<file path="config.mk">
export PLATFORM = sky130hd
export DESIGN_NAME = t16_core
export DESIGN_NICKNAME = d
export VERILOG_FILES = /design/src/logic/t16_pkg.sv /design/src/logic/t16_clk_sel.sv /design/src/logic/t16_cap_filter.sv /design/src/logic/t16_core.sv
export SDC_FILE = /design/constraint.sdc
export NUM_CORES = 1
export LEC_CHECK = 0
export BUFFER_PORTS_ARGS = -buffer_cell sky130_fd_sc_hd__clkbuf_2
export CAP_MARGIN = 20
export CORE_ASPECT_RATIO = 0.7
export CORE_MARGIN = 4
export CORE_UTILIZATION = 35
export DETAILED_ROUTE_END_ITERATION = 10
export PLACE_DENSITY = 0.56
export SLEW_MARGIN = 0
export SYNTH_ARGS = -nofsm -noshare
export SYNTH_HDL_FRONTEND = slang
export SYNTH_HIERARCHICAL = 1
export SYNTH_SLANG_ARGS = --single-unit
</file>
<file path="constraint.sdc">
create_clock -name sys_clk -period 4.6 [get_ports sys_clk]
set_input_delay 0.23 -clock sys_clk [delete_from_list [all_inputs] [get_ports sys_clk]]
set_output_delay 0.23 -clock sys_clk [all_outputs]
set_load 0.02 [all_outputs]
</file>
<file path="src/logic/t16_pkg.sv">
// Shared constants for the 16-bit timer core: register map, fields, resets
package t16_pkg;

  // ------------------------------------------------------------
  // Register map (byte offsets on the 8-bit register port)
  // ------------------------------------------------------------
  localparam logic [3:0] ADR_CTRL_A = 4'h0;   // Mode low bits, output actions
  localparam logic [3:0] ADR_CTRL_B = 4'h1;   // Filter, edge, retrigger, mode, clock
  localparam logic [3:0] ADR_CNT_L  = 4'h2;   // Counter low byte
  localparam logic [3:0] ADR_CNT_H  = 4'h3;   // Counter high byte (via latch)
  localparam logic [3:0] ADR_CMPA_L = 4'h4;   // Compare A low byte
  localparam logic [3:0] ADR_CMPA_H = 4'h5;   // Compare A high byte
  localparam logic [3:0] ADR_CMPB_L = 4'h6;   // Compare B low byte
  localparam logic [3:0] ADR_CMPB_H = 4'h7;   // Compare B high byte
  localparam logic [3:0] ADR_CAP_L  = 4'h8;   // Capture low byte
  localparam logic [3:0] ADR_CAP_H  = 4'h9;   // Capture high byte (via latch)
  localparam logic [3:0] ADR_FLAG   = 4'hA;   // Interrupt flags, write one to clear
  localparam logic [3:0] ADR_MASK   = 4'hB;   // Interrupt mask
  localparam logic [3:0] ADR_PWR    = 4'hC;   // Power-off control

  // ------------------------------------------------------------
  // Field positions
  // ------------------------------------------------------------
  localparam int FLG_OVF  = 0;                // Overflow flag bit
  localparam int FLG_CMPA = 1;                // Compare A flag bit
  localparam int FLG_CMPB = 2;                // Compare B flag bit
  localparam int FLG_CAP  = 3;                // Capture flag bit
  localparam int CB_FILT  = 7;                // Noise filter enable
  localparam int CB_EDGE  = 6;                // Capture edge, one is rising
  localparam int CB_RTG   = 5;                // Retrigger enable

  // ------------------------------------------------------------
  // Values after reset and fixed counter values
  // ------------------------------------------------------------
  localparam logic [7:0]  RST_BYTE  = 8'h00;    // Every byte register
  localparam logic [15:0] RST_WORD  = 16'h0000; // Every word register
  localparam logic [15:0] BOTTOM    = 16'h0000; // Lowest count
  localparam logic [15:0] MAXV      = 16'hFFFF; // Highest count
  localparam logic [15:0] TOP_8     = 16'h00FF; // Fixed top, 8 bit
  localparam logic [15:0] TOP_9     = 16'h01FF; // Fixed top, 9 bit
  localparam logic [15:0] TOP_10    = 16'h03FF; // Fixed top, 10 bit

  // ------------------------------------------------------------
  // Clock select codes and prescaler masks
  // ------------------------------------------------------------
  localparam logic [2:0] CS_OFF   = 3'h0;     // No source, counter stopped
  localparam logic [2:0] CS_DIV1  = 3'h1;     // System clock
  localparam logic [2:0] CS_DIV8  = 3'h2;     // System clock / 8
  localparam logic [2:0] CS_DIV64 = 3'h3;     // System clock / 64
  localparam logic [2:0] CS_DIV256 = 3'h4;    // System clock / 256
  localparam logic [2:0] CS_DIV1K = 3'h5;     // System clock / 1024
  localparam logic [2:0] CS_EXTF  = 3'h6;     // External pin, falling edge
  localparam logic [2:0] CS_EXTR  = 3'h7;     // External pin, rising edge
  localparam logic [9:0] PM_8     = 10'h007;  // Divide by 8 mask
  localparam logic [9:0] PM_64    = 10'h03F;  // Divide by 64 mask
  localparam logic [9:0] PM_256   = 10'h0FF;  // Divide by 256 mask
  localparam logic [9:0] PM_1K    = 10'h3FF;  // Divide by 1024 mask

  // ------------------------------------------------------------
  // Compare output actions and filter length
  // ------------------------------------------------------------
  localparam logic [1:0] COM_OFF = 2'h0;      // Pin held low
  localparam logic [1:0] COM_TOG = 2'h1;      // Toggle on match
  localparam logic [1:0] COM_CLR = 2'h2;      // Clear on match
  localparam logic [1:0] COM_SET = 2'h3;      // Set on match
  localparam int FILT_LEN = 4;                // Equal samples for a filtered level

endpackage : t16_pkg

</file>
<file path="src/logic/t16_clk_sel.sv">
// Timer tick source: prescaler and synchronised external clock pin
`timescale 1ns/1ns
module t16_clk_sel
  import t16_pkg::*;
(
  // Clock and reset
  input  wire logic       sys_clk,
  input  wire logic       rst,
  // Control
  input  wire logic       run,
  input  wire logic [2:0] clk_sel,
  // Pin
  input  wire logic       ext_clock_pin,
  // Tick
  output logic            timer_tick
);

  // ------------------------------------------------------------
  // State
  // ------------------------------------------------------------
  typedef struct packed {
    logic       s1;      // First sync stage
    logic       s2;      // Second sync stage
    logic       prev;    // Last synced level
    logic [9:0] div;     // Free running prescaler
    logic       tick;    // Registered tick
  } t16_clk_s;

  t16_clk_s r_reg;       // Current state
  t16_clk_s r_next;      // Next state

  // Prescaler divisor match
  function automatic logic hit(input logic [9:0] cnt, input logic [9:0] m);
    hit = (cnt & m) == m;
  endfunction : hit

  // Tick selection
  always_comb begin
    r_next      = r_reg;
    r_next.s1   = ext_clock_pin;
    r_next.s2   = r_reg.s1;
    r_next.prev = r_reg.s2;
    r_next.div  = run ? r_reg.div + 10'h001 : 10'h000;
    case (clk_sel)
      CS_DIV1:   r_next.tick = 1'b1;
      CS_DIV8:   r_next.tick = hit(r_reg.div, PM_8);
      CS_DIV64:  r_next.tick = hit(r_reg.div, PM_64);
      CS_DIV256: r_next.tick = hit(r_reg.div, PM_256);
      CS_DIV1K:  r_next.tick = hit(r_reg.div, PM_1K);
      CS_EXTF:   r_next.tick = r_reg.prev & ~r_reg.s2;
      CS_EXTR:   r_next.tick = ~r_reg.prev & r_reg.s2;
      default:   r_next.tick = 1'b0;   // No source selected
    endcase
    if (!run) begin
      r_next.tick = 1'b0;
    end
  end

  // State register
  always_ff @(posedge sys_clk or posedge rst) begin
    if (rst) begin
      r_reg <= '0;
    end else begin
      r_reg <= r_next;
    end
  end

  assign timer_tick = r_reg.tick;

endmodule : t16_clk_sel

</file>
<file path="src/logic/t16_cap_filter.sv">
// Capture pin synchroniser with optional noise filter
`timescale 1ns/1ns
module t16_cap_filter
  import t16_pkg::*;
#(
  parameter int FLEN = FILT_LEN
)(
  // Clock and reset
  input  wire logic sys_clk,
  input  wire logic rst,
  // Control and pin
  input  wire logic filter_en,
  input  wire logic capture_pin,
  // Cleaned level
  output logic      level
);

  // ------------------------------------------------------------
  // State
  // ------------------------------------------------------------
  typedef struct packed {
    logic            s1;    // First sync stage
    logic            s2;    // Second sync stage
    logic [FLEN-1:0] hist;  // Recent samples
    logic            lvl;   // Filtered level
  } t16_filt_s;

  t16_filt_s r_reg;         // Current state
  t16_filt_s r_next;        // Next state

  // Filter: level moves only after FLEN equal samples
  always_comb begin
    r_next      = r_reg;
    r_next.s1   = capture_pin;
    r_next.s2   = r_reg.s1;
    r_next.hist = {r_reg.hist[FLEN-2:0], r_reg.s2};
    if (!filter_en) begin
      r_next.lvl = r_reg.s2;
    end else if (&r_next.hist) begin
      r_next.lvl = 1'b1;
    end else if (~|r_next.hist) begin
      r_next.lvl = 1'b0;
    end
  end

  // State register
  always_ff @(posedge sys_clk or posedge rst) begin
    if (rst) begin
      r_reg <= '0;
    end else begin
      r_reg <= r_next;
    end
  end

  assign level = r_reg.lvl;

endmodule : t16_cap_filter

</file>
<file path="src/logic/t16_core.sv">
// 16-bit timer core with shared high-byte latch on an 8-bit register port
`timescale 1ns/1ns
// Function
// - Word counter, compares, capture; byte control registers
// - One shared high-byte latch per timer
// - Low-byte write loads latch plus byte together
// - Counter or capture low-byte read copies upper byte into latch
// - Compare reads bypass latch, latch untouched
// - Tick from prescaler or pin; none stops
// - Buffered compares drive pins and set flags
// - Pin edge copies counter; optional noise filter
// - Top from fixed values, compare A, capture
// - Compare A top blocks channel A output in PWM modes
// - Signal bottom at zero, maximum at all-ones
// - Four flags, each gated by mask bit
// - Power-off bit set disables the timer
// - Counter write beats clear and count
// - Capture event retriggers like reaching top
// - Capture writable only when it is top
module t16_core
  import t16_pkg::*;
(
  // Clock and reset
  input  wire logic       sys_clk,
  input  wire logic       rst,
  // Register port
  input  wire logic [3:0] reg_addr,
  input  wire logic [7:0] reg_wdata,
  input  wire logic       reg_wr,
  input  wire logic       reg_rd,
  output logic      [7:0] reg_rdata,
  // Pins
  input  wire logic       ext_clock_pin,
  input  wire logic       capture_pin,
  output logic            compare_output_pin_a,
  output logic            compare_output_pin_b,
  // Status
  output logic            irq,
  output logic            at_bottom,
  output logic            at_max
);

  // ------------------------------------------------------------
  // State
  // ------------------------------------------------------------
  typedef struct packed {
    logic [7:0]  control_a;         // Mode low bits, output actions
    logic [7:0]  control_b;         // Filter, edge, retrigger, mode, clock
    logic [15:0] counter_value;     // Count
    logic [15:0] compare_a_value;   // Software view of compare A
    logic [15:0] compare_b_value;   // Software view of compare B
    logic [15:0] cmp_a_act;         // Active compare A
    logic [15:0] cmp_b_act;         // Active compare B
    logic [15:0] capture_value;     // Captured count
    logic [7:0]  hi_latch;          // Shared high-byte latch
    logic [3:0]  flags;             // Interrupt flags
    logic [3:0]  mask;              // Interrupt mask
    logic        power_off;         // Timer power-off bit
    logic        count_down;        // Direction in dual-slope modes
    logic        cap_prev;          // Last filtered capture level
    logic        oc_a;              // Channel A pin
    logic        oc_b;              // Channel B pin
    logic [7:0]  rdata;             // Read data
    logic        irq;               // Interrupt line
    logic        bottom;            // Counter at zero
    logic        max;               // Counter at all-ones
  } t16_core_s;

  t16_core_s r_reg;                 // Current state
  t16_core_s r_next;                // Next state
  logic      timer_tick;            // Tick from source select
  logic      cap_level;             // Filtered capture level

  // ------------------------------------------------------------
  // Mode decode helpers
  // ------------------------------------------------------------
  // Top of the count sequence for a mode
  function automatic logic [15:0] top_of(input logic [3:0] m, input logic [15:0] ca,
                                         input logic [15:0] cp);
    case (m)
      4'h1, 4'h5:             top_of = TOP_8;
      4'h2, 4'h6:             top_of = TOP_9;
      4'h3, 4'h7:             top_of = TOP_10;
      4'h4, 4'h9, 4'hB, 4'hF: top_of = ca;
      4'h8, 4'hA, 4'hC, 4'hE: top_of = cp;
      default:                top_of = MAXV;
    endcase
  endfunction : top_of

  // Mode uses the capture register as top
  function automatic logic cap_is_top(input logic [3:0] m);
    cap_is_top = (m == 4'h8) || (m == 4'hA) || (m == 4'hC) || (m == 4'hE);
  endfunction : cap_is_top

  // Mode is a PWM mode
  function automatic logic is_pwm(input logic [3:0] m);
    is_pwm = !((m == 4'h0) || (m == 4'h4) || (m == 4'hC) || (m == 4'hD));
  endfunction : is_pwm

  // Mode counts up and down
  function automatic logic is_dual(input logic [3:0] m);
    is_dual = (m >= 4'h1 && m <= 4'h3) || (m >= 4'h8 && m <= 4'hB);
  endfunction : is_dual

  // Next pin level for one compare channel
  function automatic logic oc_step(input logic [1:0] com, input logic pwm,
                                   input logic dual, input logic down,
                                   input logic match, input logic wrap,
                                   input logic cur);
    logic act;
    act = cur;
    case (com)
      COM_TOG: act = match ? ~cur : cur;
      COM_CLR: begin
        if (pwm && dual) begin
          act = match ? down : cur;
        end else if (pwm) begin
          act = match ? 1'b0 : (wrap ? 1'b1 : cur);
        end else begin
          act = match ? 1'b0 : cur;
        end
      end
      COM_SET: begin
        if (pwm && dual) begin
          act = match ? ~down : cur;
        end else if (pwm) begin
          act = match ? 1'b1 : (wrap ? 1'b0 : cur);
        end else begin
          act = match ? 1'b1 : cur;
        end
      end
      default: act = 1'b0;
    endcase
    oc_step = act;
  endfunction : oc_step

  // ------------------------------------------------------------
  // Tick source and capture filter
  // ------------------------------------------------------------
  t16_clk_sel u_clk_sel (
    .sys_clk       (sys_clk),
    .rst           (rst),
    .run           (!r_reg.power_off),
    .clk_sel       (r_reg.control_b[2:0]),
    .ext_clock_pin (ext_clock_pin),
    .timer_tick    (timer_tick)
  );

  t16_cap_filter u_cap_filter (
    .sys_clk     (sys_clk),
    .rst         (rst),
    .filter_en   (r_reg.control_b[CB_FILT]),
    .capture_pin (capture_pin),
    .level       (cap_level)
  );

  // ------------------------------------------------------------
  // Next-state logic
  // ------------------------------------------------------------
  always_comb begin
    logic [3:0]  mode;     // Waveform mode
    logic [15:0] top;      // Current top
    logic        pwm;      // PWM mode
    logic        dual;     // Dual-slope mode
    logic        tick;     // Counting tick
    logic        top_hit;  // Count at top on a tick
    logic        match_a;  // Compare A match
    logic        match_b;  // Compare B match
    logic        ovf;      // Overflow event
    logic        cap_evt;  // Capture edge
    logic [3:0]  evts;     // Flag set events
    logic [3:0]  clr;      // Flag clear bits
    logic [15:0] wword;    // Latch plus written byte
    mode    = {r_reg.control_b[4:3], r_reg.control_a[1:0]};
    top     = top_of(mode, r_reg.cmp_a_act, r_reg.capture_value);
    pwm     = is_pwm(mode);
    dual    = is_dual(mode);
    tick    = timer_tick && !r_reg.power_off;
    top_hit = tick && (r_reg.counter_value == top);
    match_a = tick && (r_reg.counter_value == r_reg.cmp_a_act);
    match_b = tick && (r_reg.counter_value == r_reg.cmp_b_act);
    wword   = {r_reg.hi_latch, reg_wdata};
    clr     = 4'h0;
    r_next  = r_reg;
    r_next.rdata = RST_BYTE;

    // Overflow point depends on the counting sequence
    if (mode == 4'h4 || mode == 4'hC) begin
      ovf = tick && (r_reg.counter_value == MAXV);
    end else if (dual) begin
      ovf = tick && r_reg.count_down && (r_reg.counter_value == BOTTOM);
    end else begin
      ovf = top_hit;
    end

    // Capture edge on the filtered level
    r_next.cap_prev = cap_level;
    cap_evt = !r_reg.power_off && (cap_level != r_reg.cap_prev) &&
              (cap_level == r_reg.control_b[CB_EDGE]);
    if (cap_evt && !cap_is_top(mode)) begin
      r_next.capture_value = r_reg.counter_value;
    end

    // Counting sequence
    if (tick) begin
      if (dual) begin
        if (!r_reg.count_down && r_reg.counter_value == top) begin
          r_next.count_down    = 1'b1;
          r_next.counter_value = r_reg.counter_value - 16'h0001;
        end else if (r_reg.count_down && r_reg.counter_value == BOTTOM) begin
          r_next.count_down    = 1'b0;
          r_next.counter_value = r_reg.counter_value + 16'h0001;
        end else if (r_reg.count_down) begin
          r_next.counter_value = r_reg.counter_value - 16'h0001;
        end else begin
          r_next.counter_value = r_reg.counter_value + 16'h0001;
        end
      end else if (top_hit) begin
        r_next.counter_value = BOTTOM;
      end else begin
        r_next.counter_value = r_reg.counter_value + 16'h0001;
      end
    end

    // Retrigger acts as a top wrap
    if (cap_evt && r_reg.control_b[CB_RTG]) begin
      r_next.counter_value = BOTTOM;
      r_next.count_down    = 1'b0;
    end

    // Double-buffered compares: PWM modes update at top
    if (!pwm || top_hit) begin
      r_next.cmp_a_act = r_reg.compare_a_value;
      r_next.cmp_b_act = r_reg.compare_b_value;
    end

    // Register writes
    if (reg_wr) begin
      case (reg_addr)
        ADR_CTRL_A: r_next.control_a = reg_wdata;
        ADR_CTRL_B: r_next.control_b = reg_wdata;
        ADR_CNT_L:  r_next.counter_value = wword;
        ADR_CMPA_L: begin
          r_next.compare_a_value = wword;
          if (!pwm) begin
            r_next.cmp_a_act = wword;
          end
        end
        ADR_CMPB_L: begin
          r_next.compare_b_value = wword;
          if (!pwm) begin
            r_next.cmp_b_act = wword;
          end
        end
        ADR_CAP_L: begin
          if (cap_is_top(mode)) begin
            r_next.capture_value = wword;
          end
        end
        ADR_CNT_H, ADR_CMPA_H, ADR_CMPB_H, ADR_CAP_H: begin
          r_next.hi_latch = reg_wdata;
        end
        ADR_FLAG:   clr = reg_wdata[3:0];
        ADR_MASK:   r_next.mask = reg_wdata[3:0];
        ADR_PWR:    r_next.power_off = reg_wdata[0];
        default:    r_next.hi_latch = r_next.hi_latch;             // Unmapped, ignored
      endcase
    end

    // Register reads, data one cycle later
    if (reg_rd) begin
      case (reg_addr)
        ADR_CTRL_A: r_next.rdata = r_reg.control_a;
        ADR_CTRL_B: r_next.rdata = r_reg.control_b;
        ADR_CNT_L: begin
          r_next.rdata    = r_reg.counter_value[7:0];
          r_next.hi_latch = r_reg.counter_value[15:8];
        end
        ADR_CAP_L: begin
          r_next.rdata    = r_reg.capture_value[7:0];
          r_next.hi_latch = r_reg.capture_value[15:8];
        end
        ADR_CNT_H, ADR_CAP_H: r_next.rdata = r_reg.hi_latch;
        ADR_CMPA_L: r_next.rdata = r_reg.compare_a_value[7:0];
        ADR_CMPA_H: r_next.rdata = r_reg.compare_a_value[15:8];
        ADR_CMPB_L: r_next.rdata = r_reg.compare_b_value[7:0];
        ADR_CMPB_H: r_next.rdata = r_reg.compare_b_value[15:8];
        ADR_FLAG:   r_next.rdata = {4'h0, r_reg.flags};
        ADR_MASK:   r_next.rdata = {4'h0, r_reg.mask};
        ADR_PWR:    r_next.rdata = {7'h00, r_reg.power_off};
        default:    r_next.rdata = RST_BYTE;
      endcase
    end

    // Flags: a set in the same cycle beats the clear
    evts = 4'h0;
    evts[FLG_OVF]  = ovf;
    evts[FLG_CMPA] = match_a;
    evts[FLG_CMPB] = match_b;
    evts[FLG_CAP]  = cap_evt;
    r_next.flags = (r_reg.flags & ~clr) | evts;
    r_next.irq   = |(r_next.flags & r_next.mask);

    // Compare output pins
    if (pwm && top_of(mode, 16'h0000, 16'h0001) == 16'h0000) begin
      r_next.oc_a = 1'b0;
    end else begin
      r_next.oc_a = oc_step(r_reg.control_a[7:6], pwm, dual, r_reg.count_down,
                            match_a, top_hit, r_reg.oc_a);
    end
    r_next.oc_b = oc_step(r_reg.control_a[5:4], pwm, dual, r_reg.count_down,
                          match_b, top_hit, r_reg.oc_b);

    // Bottom and maximum levels
    r_next.bottom = r_next.counter_value == BOTTOM;
    r_next.max    = r_next.counter_value == MAXV;
  end

  // ------------------------------------------------------------
  // State register
  // ------------------------------------------------------------
  always_ff @(posedge sys_clk or posedge rst) begin
    if (rst) begin
      r_reg        <= '0;
      r_reg.bottom <= 1'b1;
    end else begin
      r_reg <= r_next;
    end
  end

  // ------------------------------------------------------------
  // Outputs straight from the state register
  // ------------------------------------------------------------
  assign reg_rdata            = r_reg.rdata;
  assign compare_output_pin_a = r_reg.oc_a;
  assign compare_output_pin_b = r_reg.oc_b;
  assign irq                  = r_reg.irq;
  assign at_bottom            = r_reg.bottom;
  assign at_max               = r_reg.max;

endmodule : t16_core

</file>
==> impl_metrics.csv <==
group,metric,value,unit
detailed_routing,drt_drc_violations_left,0,
finish,multi_input_area,5920,um^2
detailed_routing,vias_per_cell,6.08,
place,port_buffers,30,
logic_synthesis,yosys_warnings,6,
logic_synthesis,synth_edf_count,0,
detailed_routing,dr_total_vias,9586,
run,drv_cap,0,
finish,final_cell_count_no_fill,1576,
logic_synthesis,synth-xor-area-share,0.0620,
setup_path,cp_slowest_stage_delay,0.45,ns
global_route,antenna_found_initial,0,
global_route,grt_pass1_vias,8983,
global_route,grt_start_max_net_pins,89,
logic_synthesis,netlist_area,10400,um^2
power_and_ir_drop,p_leak,4.70,nW
power_and_ir_drop,powerDensity,587,nW/um^2
global_route,grtUsageTotal,0.237,
clock_network,clk_latency,0.45,ns
sta,min_period_over_period,0.992,
worst_hold_path,hold_path.class,"in2reg",
sta,hold_slack,0.250,ns
logic_synthesis,synth_top_family_by_area,"simple AND/OR/NAND/NOR gates",
clock_network,ctsRootBufferMaster,"clkbuf_16",
setup_path,crit_slowest_cell,"nor4_1",
finish,layout-drive-gt1-share,0.177,
die,dieHeight,153,um
finish,fillCellCount,2901,
clock_network,cts_inserted_buffers,17,
setup_path,worstPathCellList,"inv_1 -> ha_1 -> o21a_2 -> a311oi_4 -> buf_4 -> a221oi_1 -> xnor2_1 -> nor4_1 -> nand4_1 -> buf_4 -> or3_1 -> a31oi_1 -> o21ai_0 -> nand4b_1 -> nor4_1 -> and3_1",
logic_synthesis,ys_types,81,
setup_path,setup.worst_path.class,"reg2reg",
clock_network,clockBufferDepth,2,
place,gp_congestion,0.989,
setup_path,critical_path_peak_fanout,11,
sta,skew,0.0107,ns
logic_synthesis,synthMuxAreaShare,0.101,
setup_path,required,4.99,ns
die,die_w,215,um
detailed_routing,totalWireLength,38900,um
die,core-area,29100,um^2
sta,max_freq,219,MHz
die,ios,31,
logic_synthesis,synth_top_area_share,0.390,
logic_synthesis,synth_compound_area_frac,0.178,
place,preCtsSetupSlack,0.0693,ns
logic_synthesis,synth.most_common_cell,"dfrtp_1",
sta,rsz0062_at_grt,"false",
logic_synthesis,synth_fa_ha_area_frac,0.0132,
detailed_routing,postRouteAntennaNets,0,
logic_synthesis,synth_area_leaders,"dfrtp_1 39%, mux2_2 6.3%, nor2_1 4.4%",
detailed_routing,wl_per_cell,24.7,um
logic_synthesis,synth_seq_area_share,0.393,
finish,nets,1214,
detailed_routing,drtIter0Drc,1449,
clock_network,clock_sinks,164,
logic_synthesis,synth_nets,1200,
sta,fin_crit,4.56,ns
sta,layout_setup_ws,0.0367,ns
place,dpl.hpwl,28000,um
global_route,grt_overflow_total,0,
detailed_routing,dr.pass1.iters,5,
sta,worst_pin_slew,1.06,ns
sta,slew-limit-headroom,0.293,
sta,finalHoldViolCount,0,
logic_synthesis,netlist_instances,1171,
sta,slew_viol_final,0,
clock_network,cts_tree,"done",
logic_synthesis,yosys.area_share.simple,0.204,
die,initial_core_util,0.358,
place,place_inst,1536,
die,die_area,32700,um^2
logic_synthesis,async_reset_ff_frac,1.00,
finish,regArea,4110,um^2
finish,largest_register_ffs,131,
power_and_ir_drop,peakVddDrop,0.301,mV
sta,setup_tns,0,ns
logic_synthesis,synth_area_per_cell,8.92,um^2
setup_path,crit_arrival,4.95,ns
die,num_rows,52,
global_route,grt_pass1_wl,59000,um
logic_synthesis,ys_seq_elements,164,
power_and_ir_drop,p_total,0.00696,W
setup_path,start_kind,"register",
finish,n_antenna_cell,0,
finish,area_delta_synth_final,13.5,%
sta,finalSetupViolCount,0,
setup_path,endpoint_kind,"register",
logic_synthesis,synthFlopType,"dfrtp_1",
clock_network,htree_levels,4,
clock_network,clk_pin_slew,0.07,ns
status,status,"finished, final reports clean",
logic_synthesis,synthTopCellsByCount,"163 x dfrtp_1, 123 x nor2_1, 104 x nand2_1, 66 x clkbuf_1, 61 x o21ai_0",
logic_synthesis,synth_top_area_cell,"dfrtp_1",
final cells by class:
| type | instances | area share |
|---|---|---|
| Multi-Input combinational cell | 887 | 0.499 |
| Tap cell | 378 | 0.0399 |
| Sequential cell | 164 | 0.346 |
| Clock buffer | 21 | 0.0388 |
| Timing Repair Buffer | 94 | 0.0538 |
| Clock inverter | 11 | 0.0147 |
| Inverter | 21 | 0.00707 |
path summary, 6_finish.rpt:
path	start	endpoint	slack (ns)	cells after the start
setup / recovery	r_reg[136]$_DFFE_PP0P_	at_bottom$_DFF_PP1_	0.04	16
hold / removal	reg_rd	r_reg[24]$_DFF_PP0_	0.25	3
setup reg to reg	r_reg[136]$_DFFE_PP0P_	at_bottom$_DFF_PP1_	0.04	16
hold reg to reg	u_cap_filter/r_next[5]$_DFF_PP0_	u_cap_filter/r_next[1]$_DFF_PP0_	0.35	0
max in group asynchronous	rst	at_bottom$_DFF_PP1_	3.03	4
min in group asynchronous	rst	u_cap_filter/r_next[4]$_DFF_PP0_	0.29	3
metrics by stage:
stage	area (um^2)	util
5_1_grt	11900	0.407
3_5_place_dp	11100	0.380
2_1_floorplan	10400	-
6_report	11900	0.407
4_1_cts	11800	0.403
3_3_place_gp	11100	0.380
critical path: cells and delay by family, from the launching register on:
| family | cells | cell delay, ns |
|---|---|---|
| XOR/XNOR | 1 | 0.18 |
| buffers and inverters | 3 | 0.51 |
| AND/OR/NAND/NOR | 6 | 1.85 |
| adder cells (fa/ha/maj) | 1 | 0.31 |
| flip-flops | 1 | 0.42 |
| AO/OA/AOI/OAI | 5 | 1.21 |
kinds of logic after synthesis:
logic type               count (synthesis)
flip-flops                             164
AO/OA/AOI/OAI                          273
XOR/XNOR                                74
buffers and inverters                  120
multiplexers                            98
adder cells (fa/ha/maj)                 11
AND/OR/NAND/NOR                        431
layer usage:
layer	part of all wire	routed length (um)	track usage
met4	0.021	824	0.0670
met1	0.46	17800	0.354
met2	0.39	15200	0.309
met5	0	0	0
met3	0.13	5150	0.0967
repair_timing:
action	in CTS	in global routing
buffers inserted	0	5
resized for setup	0	16
hold buffers	3	0
endpoints found under the setup margin	0	34
hold endpoints to repair	22	0
placed cells by master, fill, tap and decap left out, types with 4 or more instances in the layout:
master / n
o211ai_1: 6
o21a_1: 4
a21o_1: 4
mux2i_1: 40
a221oi_1: 7
a22o_1: 14
buf_4: 61
and3_1: 8
o31ai_1: 5
nand2_1: 104
a21oi_1: 39
and2_1: 18
a31oi_1: 8
inv_1: 20
xnor2_1: 50
xor2_1: 24
clkbuf_2: 30
nor3_1: 34
o21ai_1: 6
ha_1: 11
nor2b_1: 9
nand4_1: 13
nand2b_1: 8
or3_1: 13
a22oi_1: 20
nor4_1: 13
or4_1: 11
a2bb2oi_1: 4
o22ai_1: 45
mux2_2: 58
bufinv_16: 4
a211oi_1: 12
nor2_1: 123
nand3_1: 46
o21ai_0: 60
clkbuf_16: 17
nand3b_1: 6
dfrtp_1: 161
power breakdown:
part	internal [W]	total [W]	switching [W]
Combinational	0.00114	0.00287	0.00174
Clock	0.000940	0.00156	0.000621
Sequential	0.00189	0.00252	0.000634
Total	0.00397	0.00696	0.00299
Note: power is estimated with default switching activity, not from simulation.
